`config.mk`:
```
export PLATFORM = sky130hd
export DESIGN_NAME = rx_framer_status_counters
export DESIGN_NICKNAME = d
export VERILOG_FILES = /design/src/rtl/rx_framer_status_pkg.sv /design/src/rtl/rx_framer_status_counters.sv
export VERILOG_INCLUDE_DIRS = /design/src /design/src/rtl
export SDC_FILE = /design/constraint.sdc
export NUM_CORES = 1
export LEC_CHECK = 0
export ABC_CLOCK_PERIOD_IN_PS = 29100
export BUFFER_PORTS_ARGS = -buffer_cell sky130_fd_sc_hd__buf_2
export CORE_MARGIN = 3
export CORE_UTILIZATION = 50
export DETAILED_ROUTE_END_ITERATION = 10
export PLACE_DENSITY = 0.8
export SYNTH_ARGS = -nofsm -noshare
export SYNTH_HDL_FRONTEND = slang
export SYNTH_SLANG_ARGS = --single-unit
```
`constraint.sdc`:
```
create_clock -name CLK -period 29.1 [get_ports CLK]
set_clock_uncertainty 0.05 [all_clocks]
set_input_delay 2.91 -clock CLK [delete_from_list [all_inputs] [get_ports CLK]]
set_output_delay 2.91 -clock CLK [all_outputs]
set_load 0.02 [all_outputs]
```
`src/rtl/rx_framer_status_params.svh`:
```
// offsets, field positions, reset values and limits of the receive status bank
//=============================================================================
`ifndef RX_FRAMER_STATUS_PARAMS_SVH
`define RX_FRAMER_STATUS_PARAMS_SVH

//=============================================================================
// register indices within one port (byte address = 4 x index)
`define EBIT_HIGH_IDX      9'h056
`define EBIT_LOW_IDX       9'h057
`define CHAN_MON_IDX       9'h060
`define FW_REV_IDX         9'h061
`define LINK_STATUS_IDX    9'h062
`define BOC_IDX            9'h063
`define PORT_CTRL_IDX      9'h070
`define PORT_STRIDE_IDX    12'h200

//=============================================================================
// control register fields
`define CTRL_E1_MODE_BIT   0
`define CTRL_CRC4_EN_BIT   1
`define CTRL_D4_BIT        2
`define CTRL_SEL_LSB       8
`define CTRL_SEL_MSB       12
`define CTRL_WR_MASK       32'h0000_1f07
`define CTRL_RESET         32'h0000_0000

//=============================================================================
// counters and reset values
`define EBIT_MAX           16'hffff
`define CSC_MAX            6'h3f
`define BYTE_RESET         8'h00
`define FW_REV_DEFAULT     8'h01
`define MAX_PORTS          8

`endif

```
`src/rtl/rx_framer_status_pkg.sv`:
```
// types shared by the receive status bank
package rx_framer_status_pkg;

  // per-port events and levels from the receive framer, same clock
  typedef struct packed {
    logic       bit_stb;
    logic       bit_val;
    logic [4:0] slot;
    logic       slot_last;
    logic       ebit_error;
    logic       crc4_timeout;
    logic       crc4_mf_locked;
    logic       crc4_hunt;
    logic       cas_hunt;
    logic       fas_hunt;
    logic       fdl_stb;
    logic [7:0] fdl_byte;
    logic       fs_stb;
    logic       fs_bit;
    logic       mf_boundary;
    logic       boc_stb;
    logic [5:0] boc_code;
  } rx_event_t;

  typedef struct packed {
    logic       e1_mode;
    logic       crc4_mode_enable;
    logic       d4_framing;
    logic [4:0] channel_monitor_select;
  } port_ctrl_t;

endpackage : rx_framer_status_pkg

```
`src/rtl/rx_framer_status_counters.sv`:
```
// receive status and count registers of all ports behind one APB slave
//
// Local design decision: register access over APB.
`timescale 1ns/1ps
`include "rx_framer_status_params.svh"

module rx_framer_status_counters #(
  parameter int unsigned      NPORTS = 8,
  parameter logic [7:0]       FW_REV = `FW_REV_DEFAULT  // arbitrary revision value
) (
  input  wire logic                              CLK,
  input  wire logic                              RST,
  input  wire logic                              PSEL,
  input  wire logic                              PENABLE,
  input  wire logic                              PWRITE,
  input  wire logic [15:0]                       PADDR,
  input  wire logic [31:0]                       PWDATA,
  output logic                                   PREADY,
  output logic [31:0]                            PRDATA,
  output logic                                   PSLVERR,
  input  wire rx_framer_status_pkg::rx_event_t   RX_EVENT [NPORTS]
);

  //===========================================================================
  // parameter checks at the start of simulation
  initial begin
    if (NPORTS < 1 || NPORTS > `MAX_PORTS) begin
      $error("NPORTS must lie between 1 and 8");
    end
  end

  //===========================================================================
  // address decode
  logic [13:0] word_idx;
  logic [2:0]  port_sel;
  logic [8:0]  reg_sel;
  logic        port_ok;
  logic        reg_ok;
  logic        setup_phase;
  logic        access_done;
  logic        rd_done;
  logic        wr_done;

  assign word_idx    = PADDR[15:2];
  assign port_sel    = word_idx[11:9];
  assign reg_sel     = word_idx[8:0];
  assign port_ok     = (word_idx[13:12] == 2'b00) && (PADDR[1:0] == 2'b00) &&
                       ({29'h0000_0000, port_sel} < NPORTS);
  assign setup_phase = PSEL && !PENABLE;
  assign access_done = PSEL && PENABLE;
  assign rd_done     = access_done && !PWRITE && port_ok;
  assign wr_done     = access_done && PWRITE && port_ok;

  always_comb begin
    case (reg_sel)
      `EBIT_HIGH_IDX,
      `EBIT_LOW_IDX,
      `CHAN_MON_IDX,
      `FW_REV_IDX,
      `LINK_STATUS_IDX,
      `BOC_IDX,
      `PORT_CTRL_IDX: reg_ok = 1'b1;
      default:        reg_ok = 1'b0;
    endcase
  end

  // every access completes in its first access cycle
  assign PREADY = 1'b1;

  //===========================================================================
  // per-port read views
  logic [31:0] port_rdata [NPORTS];

  genvar gp;
  generate
    for (gp = 0; gp < NPORTS; gp++) begin : gen_port
      rx_framer_status_pkg::rx_event_t  ev;
      rx_framer_status_pkg::port_ctrl_t ctrl_reg;
      logic [15:0] ebit_error_count_reg;
      logic [7:0]  ebit_low_snap_reg;
      logic [7:0]  mon_shift_reg;
      logic [7:0]  channel_monitor_byte_reg;
      logic [5:0]  fs_shift_reg;
      logic [5:0]  fs_shift_next;
      logic [7:0]  rx_link_byte_reg;
      logic [5:0]  crc4_search_timeout_count_reg;
      logic [5:0]  rx_bit_oriented_code_field_reg;
      logic [7:0]  sync_status;
      logic [7:0]  rd_byte;
      logic        this_port;

      assign ev        = RX_EVENT[gp];
      assign this_port = (port_sel == 3'(gp));

      //=======================================================================
      // control: mode, CRC-4 enable, D4 framing, monitored channel
      always_ff @(posedge CLK or posedge RST) begin
        if (RST) begin
          ctrl_reg <= '0;
        end else if (wr_done && this_port && reg_sel == `PORT_CTRL_IDX) begin
          ctrl_reg.e1_mode                <= PWDATA[`CTRL_E1_MODE_BIT];
          ctrl_reg.crc4_mode_enable       <= PWDATA[`CTRL_CRC4_EN_BIT];
          ctrl_reg.d4_framing             <= PWDATA[`CTRL_D4_BIT];
          ctrl_reg.channel_monitor_select <= PWDATA[`CTRL_SEL_MSB:`CTRL_SEL_LSB];
        end
      end

      //=======================================================================
      // far-end block error count, saturating
      always_ff @(posedge CLK or posedge RST) begin
        if (RST) begin
          ebit_error_count_reg <= '0;
        end else if (ctrl_reg.e1_mode && ctrl_reg.crc4_mode_enable &&
                     ev.ebit_error && ebit_error_count_reg != `EBIT_MAX) begin
          ebit_error_count_reg <= ebit_error_count_reg + 16'h0001;
        end
      end

      // reading the high byte freezes the low byte for the following read
      always_ff @(posedge CLK or posedge RST) begin
        if (RST) begin
          ebit_low_snap_reg <= `BYTE_RESET;
        end else if (rd_done && this_port && reg_sel == `EBIT_HIGH_IDX) begin
          ebit_low_snap_reg <= ebit_error_count_reg[7:0];
        end
      end

      //=======================================================================
      // channel monitor: shift in the selected slot, first bit ends in bit 7
      always_ff @(posedge CLK or posedge RST) begin
        if (RST) begin
          mon_shift_reg <= `BYTE_RESET;
        end else if (ev.bit_stb && ev.slot == ctrl_reg.channel_monitor_select) begin
          mon_shift_reg <= {mon_shift_reg[6:0], ev.bit_val};
        end
      end

      always_ff @(posedge CLK or posedge RST) begin
        if (RST) begin
          channel_monitor_byte_reg <= `BYTE_RESET;
        end else if (ev.bit_stb && ev.slot_last &&
                     ev.slot == ctrl_reg.channel_monitor_select) begin
          channel_monitor_byte_reg <= {mon_shift_reg[6:0], ev.bit_val};
        end
      end

      //=======================================================================
      // T1 link byte: whole code in ESF, Fs bits at multiframe edge in D4
      always_comb begin
        fs_shift_next = fs_shift_reg;
        if (ev.fs_stb) begin
          fs_shift_next = {ev.fs_bit, fs_shift_reg[5:1]};
        end
      end

      always_ff @(posedge CLK or posedge RST) begin
        if (RST) begin
          fs_shift_reg <= '0;
        end else begin
          fs_shift_reg <= fs_shift_next;
        end
      end

      always_ff @(posedge CLK or posedge RST) begin
        if (RST) begin
          rx_link_byte_reg <= `BYTE_RESET;
        end else if (ctrl_reg.d4_framing) begin
          if (ev.mf_boundary) begin
            rx_link_byte_reg <= {2'b00, fs_shift_next};
          end
        end else if (ev.fdl_stb) begin
          rx_link_byte_reg <= ev.fdl_byte;
        end
      end

      //=======================================================================
      // CRC-4 multiframe search timeout count
      always_ff @(posedge CLK or posedge RST) begin
        if (RST) begin
          crc4_search_timeout_count_reg <= '0;
        end else if (!ctrl_reg.crc4_mode_enable) begin
          crc4_search_timeout_count_reg <= '0;
        end else if (ev.crc4_mf_locked) begin
          crc4_search_timeout_count_reg <= '0;
        end else if (ev.crc4_timeout &&
                     crc4_search_timeout_count_reg != `CSC_MAX) begin
          crc4_search_timeout_count_reg <= crc4_search_timeout_count_reg + 6'h01;
        end
      end

      // timeout count bits 5..2 and 0 over live hunt levels; only the count is registered
      assign sync_status = {crc4_search_timeout_count_reg[5:2],
                            crc4_search_timeout_count_reg[0],
                            ev.crc4_hunt,
                            ev.cas_hunt,
                            ev.fas_hunt};

      //=======================================================================
      // bit-oriented code: only a validated code replaces the held one
      always_ff @(posedge CLK or posedge RST) begin
        if (RST) begin
          rx_bit_oriented_code_field_reg <= '0;
        end else if (ev.boc_stb) begin
          rx_bit_oriented_code_field_reg <= ev.boc_code;
        end
      end

      //=======================================================================
      // read view of this port
      always_comb begin
        rd_byte = `BYTE_RESET;
        case (reg_sel)
          `EBIT_HIGH_IDX: begin
            if (ctrl_reg.e1_mode) begin
              rd_byte = ebit_error_count_reg[15:8];
            end
          end
          `EBIT_LOW_IDX: begin
            if (ctrl_reg.e1_mode) begin
              rd_byte = ebit_low_snap_reg;
            end
          end
          `CHAN_MON_IDX: begin
            rd_byte = channel_monitor_byte_reg;
          end
          `FW_REV_IDX: begin
            if (ctrl_reg.e1_mode) begin
              rd_byte = FW_REV;
            end
          end
          `LINK_STATUS_IDX: begin
            if (ctrl_reg.e1_mode) begin
              rd_byte = sync_status;
            end else begin
              rd_byte = rx_link_byte_reg;
            end
          end
          `BOC_IDX: begin
            if (!ctrl_reg.e1_mode) begin
              rd_byte = {2'b00, rx_bit_oriented_code_field_reg};
            end
          end
          default: begin
            rd_byte = `BYTE_RESET;
          end
        endcase
      end

      always_comb begin
        if (reg_sel == `PORT_CTRL_IDX) begin
          port_rdata[gp] = {19'h00000, ctrl_reg.channel_monitor_select,
                            5'h00, ctrl_reg.d4_framing,
                            ctrl_reg.crc4_mode_enable, ctrl_reg.e1_mode};
        end else begin
          port_rdata[gp] = {24'h000000, rd_byte};
        end
      end
    end
  endgenerate

  //===========================================================================
  // bus answer, registered during the setup cycle
  logic [31:0] rdata_next;
  logic        slverr_next;

  always_comb begin
    rdata_next  = 32'h0000_0000;
    slverr_next = 1'b0;
    if (!port_ok || !reg_ok) begin
      slverr_next = 1'b1;
    end else if (!PWRITE) begin
      rdata_next = port_rdata[port_sel];
    end
  end

  always_ff @(posedge CLK or posedge RST) begin
    if (RST) begin
      PRDATA <= 32'h0000_0000;
    end else if (setup_phase) begin
      PRDATA <= rdata_next;
    end
  end

  always_ff @(posedge CLK or posedge RST) begin
    if (RST) begin
      PSLVERR <= 1'b0;
    end else if (setup_phase) begin
      PSLVERR <= slverr_next;
    end else if (access_done) begin
      PSLVERR <= 1'b0;
    end
  end

endmodule : rx_framer_status_counters

```
After elaboration in Yosys (flattened, before gate mapping)
Cells that the tools add are included.
Word-level totals
  register bits after elaboration: 617
  bits of input ports: 317
Operators by class
  mux-type cells: 121
  bitwise logic cells: 1
  $lt $le $gt $ge: 1
  reduce and logical (&&, ||, !) cells: 121
  eq/ne operators: 54
  add/subtract/negate cells: 16
Operator list (count)
  8-bit two-way mux: 48
  8-bit one-hot mux with 6 select lines: 8
  6-bit two-way mux: 40
  16-bit by 1-bit adder with 16-bit output (second input constant): 8
  32-bit two-way mux: 4
  16-bit != test (second input constant): 8
  13-bit two-way mux: 8
  32-bit binary-select mux with 3-bit select: 1
  1-bit logical AND: 95
  9-bit by 7-bit == test with 1-bit output (second input constant): 7
  6-bit by 1-bit adder with 6-bit output (second input constant): 8
  6-bit != test (second input constant): 8
  5-bit == test: 8
  3-bit by 2-bit != test with 1-bit output (second input constant): 8
  2-bit nonzero test: 9
  2-bit != test (second input constant): 8
  2-bit AND reduction: 8
  3-bit == test (second input constant): 4
  1-bit two-way mux: 12
  7-bit OR reduction: 1
  3-bit by 2-bit == test with 1-bit output (second input constant): 2
  4-bit greater-or-equal comparator (second input constant): 1
  1-bit zero test: 4
  2-bit zero test: 2
  4 further kinds: 4

Depth between registers and ports, before layout
  word-level depth: 8
  depth in mapped cells: 11
  mapped depth without buffers: 7

Worst setup path after synthesis
OpenSTA, ideal clock, no wires.
  kind: input to register
  start point: in PADDR[10]
  end point: reg gen_port[3].ctrl_reg[0] in the netlist's numbering
  required time: 28.925 ns
  path buffers: 2
  arrival: 4.823 ns
  stages: 7
  path slack: 24.102 ns
  library setup time: 0.125 ns
  cells stage by stage: or3_1 buf_2 nor4b_4 buf_6 nand4_4 nor2_8 mux2_2
On the way
  word-level cells in the longest chain between the ends: 2
Ends and longest elaborated chain
  start, declared: line rx_framer_status_counters.sv:16  | input wire logic [15:0] PADDR,
  9-bit by 7-bit == test with 1-bit output
  1-bit logical AND (no line)
  end, declared: line rx_framer_status_counters.sv:78  | rx_framer_status_pkg::port_ctrl_t ctrl_reg;
No other way between the ends.
A chain may end at the register's enable or synchronous reset.

Worst setup path after layout
  start point: in PADDR[2]
  end point: reg PRDATA[0]
On the way
  word-level cells in the longest chain between the ends: 8
Ends and longest elaborated chain
  9-bit by 7-bit == test with 1-bit output: line rx_framer_status_counters.sv:55, rx_framer_status_counters.sv:212
  8-bit one-hot mux with 6 select lines: line rx_framer_status_counters.sv:212  | case (reg_sel)
  13-bit two-way mux: line rx_framer_status_counters.sv:250  | if (reg_sel == `PORT_CTRL_IDX) begin
  32-bit binary-select mux with 3-bit select: line rx_framer_status_counters.sv:272  | rdata_next = port_rdata[port_sel];
  32-bit two-way mux (not written as such) (2 in a row): line rx_framer_status_counters.sv:272
  32-bit two-way mux: line rx_framer_status_counters.sv:271  | end else if (!PWRITE) begin
  32-bit two-way mux *: line rx_framer_status_counters.sv:269  | if (!port_ok || !reg_ok) begin
  end signal, assigned: line rx_framer_status_counters.sv:280  | PRDATA <= rdata_next;
  end, declared: line rx_framer_status_counters.sv:19  | output logic [31:0] PRDATA,
Every way passes the cells marked *; elsewhere a longest branch is shown, timed or not. The select of a mux whose other input is x is not followed.

==> metrics.yaml <==
synth_compound_area_share_pct: 8.48
layout_common_cells: "598 x dfrtp_1, 368 x mux2_2, 305 x buf_2"
wl_per_cell_um: 24.2
leakage_nw: 15.8
dpl-instance-area_um2: 31200
worstSetupPathType: "in -> reg"
hold_path.class: "reg -> reg"
post-route-util_pct: 58.4
ir_drop_mv: 0.0494
routed_wl_mm: 85.4
cp_num_buf_inv: 3
rsz0062_at_grt: "no"
cp_top_family: "simple AND/OR/NAND/NOR gates"
critical_path.max_fanout: 54
row_count: 87
period_needed_ns: 6.46
finalHoldViolCount: 0
worstSetupEndpointType: "flop"
synth_xor_area_share_pct: 5.92
synth-adder-area-share_pct: 0.687
ys_seq_elements: 598
worst_pin_slew_ns: 1.19
synth_mux_area_share_pct: 19.3
ys_seq_area_share_pct: 51.4
synth-edff-count: 0
syn2layout_area_growth_pct: 14.3
worstSkewPairLatency_ns: 0.63
worstPathRequired_ns: 29.56
core_area_um2: 57000
grt_pass1_vias: 22400
synth_top_cell_area_share_pct: 51.4
fin_crit_sh_pct: 22.2
dp_hpwl_mm: 61.4
largest_reg_flops: 128
relSlewSlack_pct: 19.4
crit_chain: "buf_4, buf_4, nor2_1, nor4b_4, buf_4, nor3_1, nand3b_1, o21bai_1, nor4_1, a211o_1"
yosys.area.top_type: "dfrtp_1"
grt_first_pass_wirelength_mm: 131
max_freq_mhz: 155
num_vias: 21700
io_buffers: 306
final_area_um2: 33300
io_pins: 351
root_buffer: "clkbuf_16"
final_common_cell: "dfrtp_1"
synth_top_family_by_area: "multiplexers"
drt_iter0_drc: 2010
crit_path_start_kind: "primary input"
slew_viol_final: 0
htreeDepth: 2
nNetsFinal: 3055
routed_via_density: 6.13
synth_area_um2: 29100
max_cap_violations: 0
cts_inserted_buffers: 61
ys.flop_type: "dfrtp_1"
cts_tree: "done"
synthArstFlopShare_pct: 100
initial_core_util_pct: 51.1
path_common_cell: "buf_4"
yosys.area_share.simple_pct: 11.7
cts_resized: 0
grt_max_degree: 187
setup_tns_ns: 0
setup_viol: 0
cp.arrival_ns: 6.92
yosys_warnings: 0
gp_congestion: 0.948
antenna_found_initial: 11
grt_overflow: 0
postSynthAreaPerCell_um2: 11.8
postRouteAntennaNets: 0
grt_use_total_pct: 27.8
synthTopCellsByArea: "dfrtp_1 51%, mux2_2 14%, mux2i_1 3.6%"
powerDensity_nw_per_um2: 55.8
fp.dieH_um: 247
status: "completed"
drc_errors: 0
cpPeakStageDelay_ns: 0.77
postCtsSetupBuffers: 0
clockBufferDepth: 3
yosysUniqueCellTypes: 76
die_x_um: 247
cts_hold_buffers: 0
path_clk_slew_ns: 0.07
drive_gt1_share_pct: 29.9
cpMaxStageDelayCell: "buf_4"
dr.pass1.iters: 6
dieArea_um2: 61200
cts_num_sinks: 598
syn_inst: 2462
cell families after synthesis:
kind of cell | count (synthesis)
and+or+nand+nor | 630
DFF | 598
muxes | 501
AOI/OAI and AO/OA | 347
xor gates and xnor gates | 197
buffers and inverters | 171
adders and majority gates | 16
other | 2
final timing paths:
path / startpoint / to / slack (ns) / cells past startpoint
worst max-delay path: PADDR[2] / PRDATA[0] / 22.64 / 10
worst min-delay path: PRDATA[4] / PRDATA[4] / 0.43 / 2
worst max register to register: gen_port[5].ctrl_reg[7] / PRDATA[5] / 26.06 / 6
worst min register to register: PRDATA[4] / PRDATA[4] / 0.43 / 2
max in group asynchronous: RST / gen_port[0].rx_bit_oriented_code_field_reg[0] / 23.70 / 5
min in group asynchronous: RST / gen_port[5].rx_link_byte_reg[1] / 2.39 / 2
through the flow:
stage / instances / hold WS [ns] / power (mW) / worst slack [ns]
after global routing: 3530 / 0.438 / 1.92 / 22.59
after detailed placement: 3415 / 0.417 / 1.05 / 22.08
after global placement: 3415 / 0.413 / 1.04 / 22.10
after floorplan: 2480 / 0.401 / 0.989 / 9.40
after CTS: 3529 / 0.431 / 1.86 / 22.72
final: 3535 / 0.430 / 1.86 / 22.64
synthesized netlist by cell type, drive strengths merged (3+ instances only):
cell type and count:
a221oi 30, a22o 13, nand4 48, a22oi 5, a21oi 69, mux4 10
clkbuf 88, and4 13, inv 26, and2 24, a211oi 26, a32oi 10
nor3 36, or2 9, a31oi 21, nand2b 14, nor4 14, o2bb2ai 7
dfrtp 598, nor3b 5, nand2 155, xor2 96, buf 56, nand3 73
o31ai 6, a221o 34, o211ai 16, mux2i 106, nand3b 8, and3 32
ha 16, o21a 9, and3b 28, a2bb2oi 4, o22ai 11, xnor2 101
or3 4, a211o 3, nor2 124, a32o 5, o21ai 54, mux2 385
nor2b 33, a2111oi 6
power by group:
part	internal, mW	switching, mW	total (mW)
Sequential	0.868	0.0246	0.893
Combinational	0.0625	0.0815	0.144
Clock	0.484	0.337	0.821
routing by layer:
layer,part of all wire [%],wire length (um),global-route usage (%),up-vias
met1,40,33900,36.7,10900
li1,-,-,-,9456
met3,9.2,7900,6.43,246
met2,47,39900,44.5,1038
met4,4.2,3610,11.4,14
met5,0.12,103,0,-
layout make-up:
cell class              instances  area, um^2
fillers                      4514       23700
flip-flops and latches        598       15000
multi-input cells            1711       13500
clock buffers                  88        1770
repair buffers                323        1690
well taps                     756         946
clock inverters                26         324
inverters                      27         109
diodes                          6        15.0
worst register-to-register path: cells and delay by family (launching register included):
| family | cells | cell delay, ns |
|---|---|---|
| AO/OA/AOI/OAI | 5 | 1.54 |
| flip-flops | 1 | 0.84 |
| multiplexers | 1 | 0.44 |
No activity file was read; power rests on OpenSTA's default activity.
